$ cat config.mk
export PLATFORM = sky130hd
export DESIGN_NAME = link_hci_register_bank
export DESIGN_NICKNAME = d
export VERILOG_FILES = /design/src/inc/hci_regs_pkg.sv /design/src/hdl/link_hci_register_bank.sv
export SDC_FILE = /design/constraint.sdc
export NUM_CORES = 2
export LEC_CHECK = 0
export BUFFER_PORTS_ARGS = -buffer_cell sky130_fd_sc_hd__buf_4
export CORE_MARGIN = 3
export CORE_UTILIZATION = 64
export CTS_CLUSTER_SIZE = 28
export DETAILED_ROUTE_END_ITERATION = 10
export MAX_ROUTING_LAYER = met4
export PLACE_DENSITY = 0.87
export SLEW_MARGIN = 20
export SYNTH_ARGS = -nofsm -noshare
export SYNTH_HDL_FRONTEND = slang
export SYNTH_SLANG_ARGS = --single-unit
$ cat constraint.sdc
create_clock -name clk_sys -period 8.8 [get_ports clk_sys]
set_clock_uncertainty 0.2 [all_clocks]
set_input_delay 0.44 -clock clk_sys [delete_from_list [all_inputs] [get_ports clk_sys]]
set_output_delay 0.44 -clock clk_sys [all_outputs]
set_load 0.05 [all_outputs]
$ cat src/inc/hci_regs_pkg.sv
// register map, field layout and carrier types for the link host controller register bank
package hci_regs_pkg;
   // configuration space decode
   localparam logic [11:0] CFG_BASE_ADDR_OFF = 12'h010;
   localparam logic [11:0] CFG_CYCLE_ADJ_OFF = 12'hC10;
   localparam logic [31:0] BASE_ADDR_RESET = 32'h00000000;
   localparam logic [31:0] CYCLE_ADJ_RESET = 32'h00000000;
   localparam int WIN_ADDR_W = 11;
   localparam logic [31:0] BASE_ADDR_MASK = 32'hFFFFF800;
   // cycle adjustment field layout
   localparam int ADJ_AMOUNT_LSB = 0;
   localparam int ADJ_AMOUNT_W = 4;
   localparam int ADJ_PENDING_BIT = 7;
   // window offsets of the fixed registers
   localparam logic [10:0] OFF_REVISION = 11'h000;
   localparam logic [10:0] OFF_UID_ROM = 11'h004;
   localparam logic [10:0] CLEAR_ALIAS_STEP = 11'h004;
   // set/clear pairs, set alias offset; clear alias follows one word later
   localparam int SC_NUM = 14;
   localparam int SC_HOST_CTRL = 0;
   localparam int SC_RXCH_UP = 1;
   localparam int SC_RXCH_LO = 2;
   localparam int SC_INT_EVT = 3;
   localparam int SC_INT_MSK = 4;
   localparam int SC_TX_EVT = 5;
   localparam int SC_TX_MSK = 6;
   localparam int SC_RX_EVT = 7;
   localparam int SC_RX_MSK = 8;
   localparam int SC_LINK_CTRL = 9;
   localparam int SC_AF_UP = 10;
   localparam int SC_AF_LO = 11;
   localparam int SC_DF_UP = 12;
   localparam int SC_DF_LO = 13;
   localparam logic [10:0] SC_SET_OFF [SC_NUM] = '{11'h050, 11'h070, 11'h078, 11'h080, 11'h088, 11'h090,
      11'h098, 11'h0A0, 11'h0A8, 11'h0E0, 11'h100, 11'h108, 11'h110, 11'h118};
   // pairs whose clear alias reads back masked by the following pair
   localparam logic [SC_NUM-1:0] SC_MASKED_READ = 14'h00A8;
   localparam logic [31:0] SC_RESET = 32'h00000000;
   // plain storage words
   localparam int PL_NUM = 20;
   localparam logic [10:0] PL_OFF [PL_NUM] = '{11'h008, 11'h00C, 11'h010, 11'h014, 11'h018, 11'h01C,
      11'h020, 11'h024, 11'h028, 11'h034, 11'h038, 11'h03C, 11'h040, 11'h064, 11'h068, 11'h0DC,
      11'h0E8, 11'h0EC, 11'h0F0, 11'h120};
   localparam logic [31:0] PL_RESET = 32'h00000000;
   localparam int CYCLE_CNT_W = 12;

   typedef struct packed {
      logic rd;
      logic wr;
      logic [31:0] addr;
      logic [3:0] be;
      logic [31:0] wdata;
   } bus_req_s;

   typedef struct packed {
      logic [31:0] int_evt;
      logic [31:0] tx_evt;
      logic [31:0] rx_evt;
   } hw_event_s;

   typedef struct packed {
      logic [31:0] host_ctrl;
      logic [31:0] link_ctrl;
      logic [63:0] rx_channel_mask;
      logic [63:0] async_filter;
      logic [63:0] direct_filter;
   } ctrl_s;
endpackage

$ cat src/hdl/link_hci_register_bank.sv
// register bank of the serial-bus link host controller with cycle offset adjustment
`timescale 1ns/10ps
`default_nettype none

module link_hci_register_bank #(
   parameter logic [31:0] REVISION_VALUE = 32'h00010000, // arbitrary value
   parameter int unsigned CYCLE_LEN = 3072
) (
   input wire logic clk_sys,
   input wire logic rst_b,
   input wire hci_regs_pkg::bus_req_s cfg_req,
   output logic cfg_ack_q,
   output logic [31:0] cfg_rdata_q,
   input wire hci_regs_pkg::bus_req_s mem_req,
   output logic mem_ack_q,
   output logic [31:0] mem_rdata_q,
   input wire hci_regs_pkg::hw_event_s hw_event,
   output hci_regs_pkg::ctrl_s ctrl,
   output logic [11:0] bus_cycle_counter_q,
   output logic cycle_wrap_q,
   output logic cycle_adjust_pending_q
);

   logic [31:0] base_addr_q;
   logic [3:0] cycle_adjust_amount_q;
   logic [31:0] sc_q [hci_regs_pkg::SC_NUM];
   logic [31:0] sc_d [hci_regs_pkg::SC_NUM];
   logic [31:0] pl_q [hci_regs_pkg::PL_NUM];
   logic [hci_regs_pkg::SC_NUM-1:0] sc_set_hit;
   logic [hci_regs_pkg::SC_NUM-1:0] sc_clr_hit;
   logic [hci_regs_pkg::PL_NUM-1:0] pl_hit;
   logic [31:0] cfg_bm;
   logic [31:0] mem_bm;
   logic [31:0] mem_rdata_d;
   logic [31:0] cfg_rdata_d;
   logic [10:0] mem_off;
   logic mem_hit;
   logic cfg_adj_wr;
   logic cycle_at_end;
   logic [11:0] adj_load;
   logic [11:0] bus_cycle_counter_d;

   // byte enables to a bit mask
   function automatic logic [31:0] lane_mask(input logic [3:0] be);
      lane_mask = {{8{be[3]}}, {8{be[2]}}, {8{be[1]}}, {8{be[0]}}};
   endfunction

   assign cfg_bm = lane_mask(cfg_req.be);
   assign mem_bm = lane_mask(mem_req.be);

   // window claim: only accesses that fall inside the 2 Kbyte block are answered
   assign mem_hit = (mem_req.rd | mem_req.wr) &&
      ((mem_req.addr & hci_regs_pkg::BASE_ADDR_MASK) == base_addr_q);
   assign mem_off = {mem_req.addr[10:2], 2'b00};

   // offset decode of the set/clear pairs and plain words
   always_comb begin
      for (int k = 0; k < hci_regs_pkg::SC_NUM; k++) begin
         sc_set_hit[k] = mem_hit && (mem_off == hci_regs_pkg::SC_SET_OFF[k]);
         sc_clr_hit[k] = mem_hit &&
            (mem_off == 11'(hci_regs_pkg::SC_SET_OFF[k] + hci_regs_pkg::CLEAR_ALIAS_STEP));
      end
      for (int j = 0; j < hci_regs_pkg::PL_NUM; j++) begin
         pl_hit[j] = mem_hit && (mem_off == hci_regs_pkg::PL_OFF[j]);
      end
   end

   // next value of each set/clear word; hardware events are merged last so they win over a clear
   always_comb begin
      for (int k = 0; k < hci_regs_pkg::SC_NUM; k++) begin
         sc_d[k] = sc_q[k];
         if (mem_req.wr && sc_clr_hit[k]) begin
            sc_d[k] = sc_d[k] & ~(mem_req.wdata & mem_bm);
         end
         if (mem_req.wr && sc_set_hit[k]) begin
            sc_d[k] = sc_d[k] | (mem_req.wdata & mem_bm);
         end
      end
      sc_d[hci_regs_pkg::SC_INT_EVT] = sc_d[hci_regs_pkg::SC_INT_EVT] | hw_event.int_evt;
      sc_d[hci_regs_pkg::SC_TX_EVT] = sc_d[hci_regs_pkg::SC_TX_EVT] | hw_event.tx_evt;
      sc_d[hci_regs_pkg::SC_RX_EVT] = sc_d[hci_regs_pkg::SC_RX_EVT] | hw_event.rx_evt;
   end

   // set/clear storage, one word behind both aliases
   always_ff @(posedge clk_sys or negedge rst_b) begin
      if (!rst_b) begin
         for (int k = 0; k < hci_regs_pkg::SC_NUM; k++) begin
            sc_q[k] <= hci_regs_pkg::SC_RESET;
         end
      end else begin
         for (int k = 0; k < hci_regs_pkg::SC_NUM; k++) begin
            sc_q[k] <= sc_d[k];
         end
      end
   end

   // plain read/write words; no output carries them, so only the window read mux reads them
   always_ff @(posedge clk_sys or negedge rst_b) begin
      if (!rst_b) begin
         for (int j = 0; j < hci_regs_pkg::PL_NUM; j++) begin
            pl_q[j] <= hci_regs_pkg::PL_RESET;
         end
      end else begin
         for (int j = 0; j < hci_regs_pkg::PL_NUM; j++) begin
            if (mem_req.wr && pl_hit[j]) begin
               pl_q[j] <= (pl_q[j] & ~mem_bm) | (mem_req.wdata & mem_bm);
            end
         end
      end
   end

   // window read mux; unmatched offsets fall through to zero
   always_comb begin
      mem_rdata_d = 32'h00000000;
      if (mem_off == hci_regs_pkg::OFF_REVISION) begin
         mem_rdata_d = REVISION_VALUE;
      end
      if (mem_off == hci_regs_pkg::OFF_UID_ROM) begin
         mem_rdata_d = 32'h00000000; // no serial rom behind this bank
      end
      for (int j = 0; j < hci_regs_pkg::PL_NUM; j++) begin
         if (pl_hit[j]) begin
            mem_rdata_d = pl_q[j];
         end
      end
      for (int k = 0; k < hci_regs_pkg::SC_NUM; k++) begin
         if (sc_set_hit[k]) begin
            mem_rdata_d = sc_q[k];
         end
         if (sc_clr_hit[k]) begin
            if (hci_regs_pkg::SC_MASKED_READ[k] && (k + 1 < hci_regs_pkg::SC_NUM)) begin
               mem_rdata_d = sc_q[k] & sc_q[(k + 1) % hci_regs_pkg::SC_NUM];
            end else begin
               mem_rdata_d = sc_q[k];
            end
         end
      end
   end

   // window answer, one cycle after the request
   always_ff @(posedge clk_sys or negedge rst_b) begin
      if (!rst_b) begin
         mem_ack_q <= 1'b0;
         mem_rdata_q <= 32'h00000000;
      end else begin
         mem_ack_q <= mem_hit;
         mem_rdata_q <= (mem_hit && mem_req.rd) ? mem_rdata_d : 32'h00000000;
      end
   end

   // configuration side: window base and adjustment register
   assign cfg_adj_wr = cfg_req.wr && (cfg_req.addr[11:0] == hci_regs_pkg::CFG_CYCLE_ADJ_OFF) && cfg_req.be[0];

   always_ff @(posedge clk_sys or negedge rst_b) begin
      if (!rst_b) begin
         base_addr_q <= hci_regs_pkg::BASE_ADDR_RESET;
      end else if (cfg_req.wr && (cfg_req.addr[11:0] == hci_regs_pkg::CFG_BASE_ADDR_OFF)) begin
         // low eleven bits stay zero, so the window is 2 Kbyte aligned
         base_addr_q <= ((base_addr_q & ~cfg_bm) | (cfg_req.wdata & cfg_bm))
            & hci_regs_pkg::BASE_ADDR_MASK;
      end
   end

   // amount field; only bits 3-0 take the write
   always_ff @(posedge clk_sys or negedge rst_b) begin
      if (!rst_b) begin
         cycle_adjust_amount_q <= hci_regs_pkg::CYCLE_ADJ_RESET[3:0];
      end else if (cfg_adj_wr) begin
         cycle_adjust_amount_q <= cfg_req.wdata[3:0];
      end
   end

   // pending flag: a fresh write wins over a completion in the same cycle
   always_ff @(posedge clk_sys or negedge rst_b) begin
      if (!rst_b) begin
         cycle_adjust_pending_q <= hci_regs_pkg::CYCLE_ADJ_RESET[7];
      end else if (cfg_adj_wr) begin
         cycle_adjust_pending_q <= 1'b1;
      end else if (cycle_at_end && cycle_adjust_pending_q) begin
         cycle_adjust_pending_q <= 1'b0;
      end
   end

   // configuration read mux
   always_comb begin
      cfg_rdata_d = 32'h00000000;
      if (cfg_req.addr[11:0] == hci_regs_pkg::CFG_BASE_ADDR_OFF) begin
         cfg_rdata_d = base_addr_q;
      end
      if (cfg_req.addr[11:0] == hci_regs_pkg::CFG_CYCLE_ADJ_OFF) begin
         cfg_rdata_d = {24'h000000, cycle_adjust_pending_q, 3'h0, cycle_adjust_amount_q};
      end
   end

   always_ff @(posedge clk_sys or negedge rst_b) begin
      if (!rst_b) begin
         cfg_ack_q <= 1'b0;
         cfg_rdata_q <= 32'h00000000;
      end else begin
         cfg_ack_q <= cfg_req.rd | cfg_req.wr;
         cfg_rdata_q <= cfg_req.rd ? cfg_rdata_d : 32'h00000000;
      end
   end

   // cycle offset counter; an adjustment is taken at a rollover so a cycle is never split
   assign cycle_at_end = (bus_cycle_counter_q == 12'(CYCLE_LEN - 1));
   assign adj_load = cycle_adjust_amount_q[3] ?
      12'(CYCLE_LEN + {{28{1'b1}}, cycle_adjust_amount_q}) : {8'h00, cycle_adjust_amount_q};

   always_comb begin
      bus_cycle_counter_d = 12'(bus_cycle_counter_q + 12'h001);
      if (cycle_at_end) begin
         bus_cycle_counter_d = cycle_adjust_pending_q ? adj_load : 12'h000;
      end
   end

   always_ff @(posedge clk_sys or negedge rst_b) begin
      if (!rst_b) begin
         bus_cycle_counter_q <= 12'h000;
         cycle_wrap_q <= 1'b0;
      end else begin
         bus_cycle_counter_q <= bus_cycle_counter_d;
         cycle_wrap_q <= cycle_at_end;
      end
   end

   // control outputs straight from storage flops
   assign ctrl.host_ctrl = sc_q[hci_regs_pkg::SC_HOST_CTRL];
   assign ctrl.link_ctrl = sc_q[hci_regs_pkg::SC_LINK_CTRL];
   assign ctrl.rx_channel_mask = {sc_q[hci_regs_pkg::SC_RXCH_UP], sc_q[hci_regs_pkg::SC_RXCH_LO]};
   assign ctrl.async_filter = {sc_q[hci_regs_pkg::SC_AF_UP], sc_q[hci_regs_pkg::SC_AF_LO]};
   assign ctrl.direct_filter = {sc_q[hci_regs_pkg::SC_DF_UP], sc_q[hci_regs_pkg::SC_DF_LO]};

   logic [31:0] host_ctrl_w;
   logic [31:0] int_evt_w;
   logic [31:0] int_msk_w;
   assign host_ctrl_w = sc_q[hci_regs_pkg::SC_HOST_CTRL];
   assign int_evt_w = sc_q[hci_regs_pkg::SC_INT_EVT];
   assign int_msk_w = sc_q[hci_regs_pkg::SC_INT_MSK];
endmodule

`default_nettype wire

==> impl_metrics.env <==
export IMPL_status="complete, but fails checks"
export IMPL_failed_checks="DRC"
export IMPL_cts_tree="built"
export IMPL_drive_above_1_share=0.2830
export IMPL_final_setup_worst_slack_ps=2712
export IMPL_synth_cell_type_count=80
export IMPL_track_usage=0.4882
export IMPL_cts_hold_buffers_added=141
export IMPL_place_gp_congestion=1.022
export IMPL_area_delta_synth_final_pct=14.75
export IMPL_fin_util=0.7485
export IMPL_ios=574
export IMPL_totalWireLength_um=225900
export IMPL_die_area_mm2=0.09287
export IMPL_yosys_warnings=0
export IMPL_ys_ff_latch=1187
export IMPL_post_drt_wl_per_cell_um=32.84
export IMPL_hold_start="mem_req[38]"
export IMPL_synth_area_leader_cell="dfrtp_1"
export IMPL_rr_endpoint="mem_rdata_q[5]"
export IMPL_synth_area_mm2=0.05712
export IMPL_async_flop_share=1.000
export IMPL_critPathBufInv=0
export IMPL_worstPathRequired_ps=9240
export IMPL_htreeDepth=3
export IMPL_power_density_mw_per_mm2=172.0
export IMPL_synth_area_leaders="dfrtp_1 52%, mux2_2 14%, o21ai_0 8.2%, buf_4 3.5%, clkbuf_1 2.3%"
export IMPL_fmax_ghz=0.1643
export IMPL_max_stage_delay_ps=970
export IMPL_worst_pin_slew_ps=1270
export IMPL_hold_violations=0
export IMPL_cts_num_sinks=1187
export IMPL_first_iter_violations=9569
export IMPL_core_area_mm2=0.08756
export IMPL_cp_common_cell="nor3_1"
export IMPL_synth_edf_count=0
export IMPL_dieWidth_um=304.7
export IMPL_pre_cts_ws_ps=3074
export IMPL_hp_class="primary input to register"
export IMPL_r2r_slack_ps=2710
export IMPL_holdWs_ps=24.03
export IMPL_cp_slowest_cell="nor2_1"
export IMPL_drv_slew=0
export IMPL_grt_antenna_before_repair=12
export IMPL_cts_buffers=117
export IMPL_start_kind="register"
export IMPL_final_common_cell="dfrtp_1"
export IMPL_setup_viol=0
export IMPL_cts_root_buf="clkbuf_16"
export IMPL_finalPower_mw=11.27
export IMPL_post_cts_setup_buffer_count=0
export IMPL_dpl_hpwl_um=145500
export IMPL_gr_total_overflow=0
export IMPL_critPathKind="register to register"
export IMPL_ir_worst_vdd_uv=184.0
export IMPL_netlist_instances=5381
export IMPL_drtPass1Iterations=11
export IMPL_drt_vias_per_instance=7.576
export IMPL_ys_seq_area_frac=0.5200
export IMPL_fin_crit_sh=0.6918
export IMPL_path_cells="xor2_1 -> nor4_2 -> and4_1 -> nand3_2 -> nor2_1 -> a22oi_1 -> a31oi_1 -> nor3_1 -> o311ai_0 -> a221oi_1 -> nor3_1"
export IMPL_synthFlopType="dfrtp_1"
export IMPL_rsz0062_at_grt="false"
export IMPL_die_y_um=304.7
export IMPL_vias=52116
export IMPL_detail_route_antenna_nets=0
export IMPL_maxCapViolCount=0
export IMPL_tns_ps=0
export IMPL_worstPathArrival_ps=6530
export IMPL_critical_path_top_delay_family="simple AND/OR/NAND/NOR gates"
export IMPL_drcViolationCount=19
export IMPL_synthDominantCellAreaShare=0.5200
export IMPL_grt_max_degree=201
export IMPL_grt_pass1_vias=51272
export IMPL_min_period_ps=6088
export IMPL_avgSynthCellArea_um2=10.62
export IMPL_clk_pin_slew_ps=70
export IMPL_crit_path_end_kind="register"
export IMPL_cp_depth=11
export IMPL_path_max_fanout=19
export IMPL_insertion_delay_ps=750
export IMPL_final_cell_mix="1,187 x dfrtp_1, 939 x o21ai_0, 685 x mux2_2, 650 x buf_4, 343 x nand2_1"
export IMPL_rr_worst_depth=11
export IMPL_clockBufferDepth=3
export IMPL_leakagePower_nw=30.51
export IMPL_grt_pass1_wl_um=332400
export IMPL_row_count=108
export IMPL_nNetsFinal=5852
export IMPL_cts_resized=0
export IMPL_start_util=0.6523
export IMPL_io_buffers=538
export IMPL_max_slew_margin=0.1469
export IMPL_critPathCapture="mem_rdata_q[5]"
[routing by layer]
layer / global-route usage / vias up / routed length, µm
met2: 0.6778 / 5301 / 94390
met3: 0.2087 / 1668 / 36680
met1: 0.5662 / 25112 / 73020
met5: - / - / 0
met4: 0.3526 / 0 / 21830
li1: - / 20035 / -
[cell usage after synthesis, types with 64 or more instances]
library cell / number
nor2_1: 265
nand2_1: 343
a221oi_1: 84
buf_4: 266
mux2_2: 685
o21ai_0: 939
dfrtp_1: 1187
clkbuf_1: 357
a22oi_1: 66
a31oi_1: 119
o22ai_1: 64
a21oi_1: 238
[stage by stage]
stage                     area (µm²)  instances
after global placement         60100       6507
after floorplan                57140       5386
final                          65540       6879
after global routing           65540       6878
after CTS                      65480       6865
after detailed placement       60110       6507
[layout make-up]
class	count	area [µm²]
tap	1155	1445
clock buffer	182	3463
sequential	1187	29700
inverter	18	67.56
antenna	13	32.53
fill	5515	22020
clock inverter	35	494.2
multi-input combinational	3490	23890
timing repair buffer	799	6445
[cells by family after synthesis]
kind of cell | count (synthesis) | synth area share
adders and majority gates | 1 | 0.0002190
other | 1 | 0.00006565
muxes | 714 | 0.1401
and+or+nand+nor | 906 | 0.07470
buffers and inverters | 709 | 0.06563
AOI/OAI and AO/OA | 1833 | 0.1946
xor gates and xnor gates | 30 | 0.004600
DFF | 1187 | 0.5200
[report_power, final]
part / internal, mW / leakage (nW) / total, mW / switching, mW
clock network: 3.00 / 1.95 / 5.23 / 2.24
logic: 0.147 / 12.5 / 0.582 / 0.435
registers: 5.46 / 16.0 / 5.46 / 0.000373
[worst min path at each step]
stage / endpoint / cells past startpoint
after global routing: ctrl[188] / 2
final: ctrl[184] / 2
after CTS: sc_q[260] / 3
after detailed placement: register / 1
after floorplan: asynchronous set/reset pin / 0
after global placement: register / 1
Note: power is estimated with default switching activity, not from simulation.
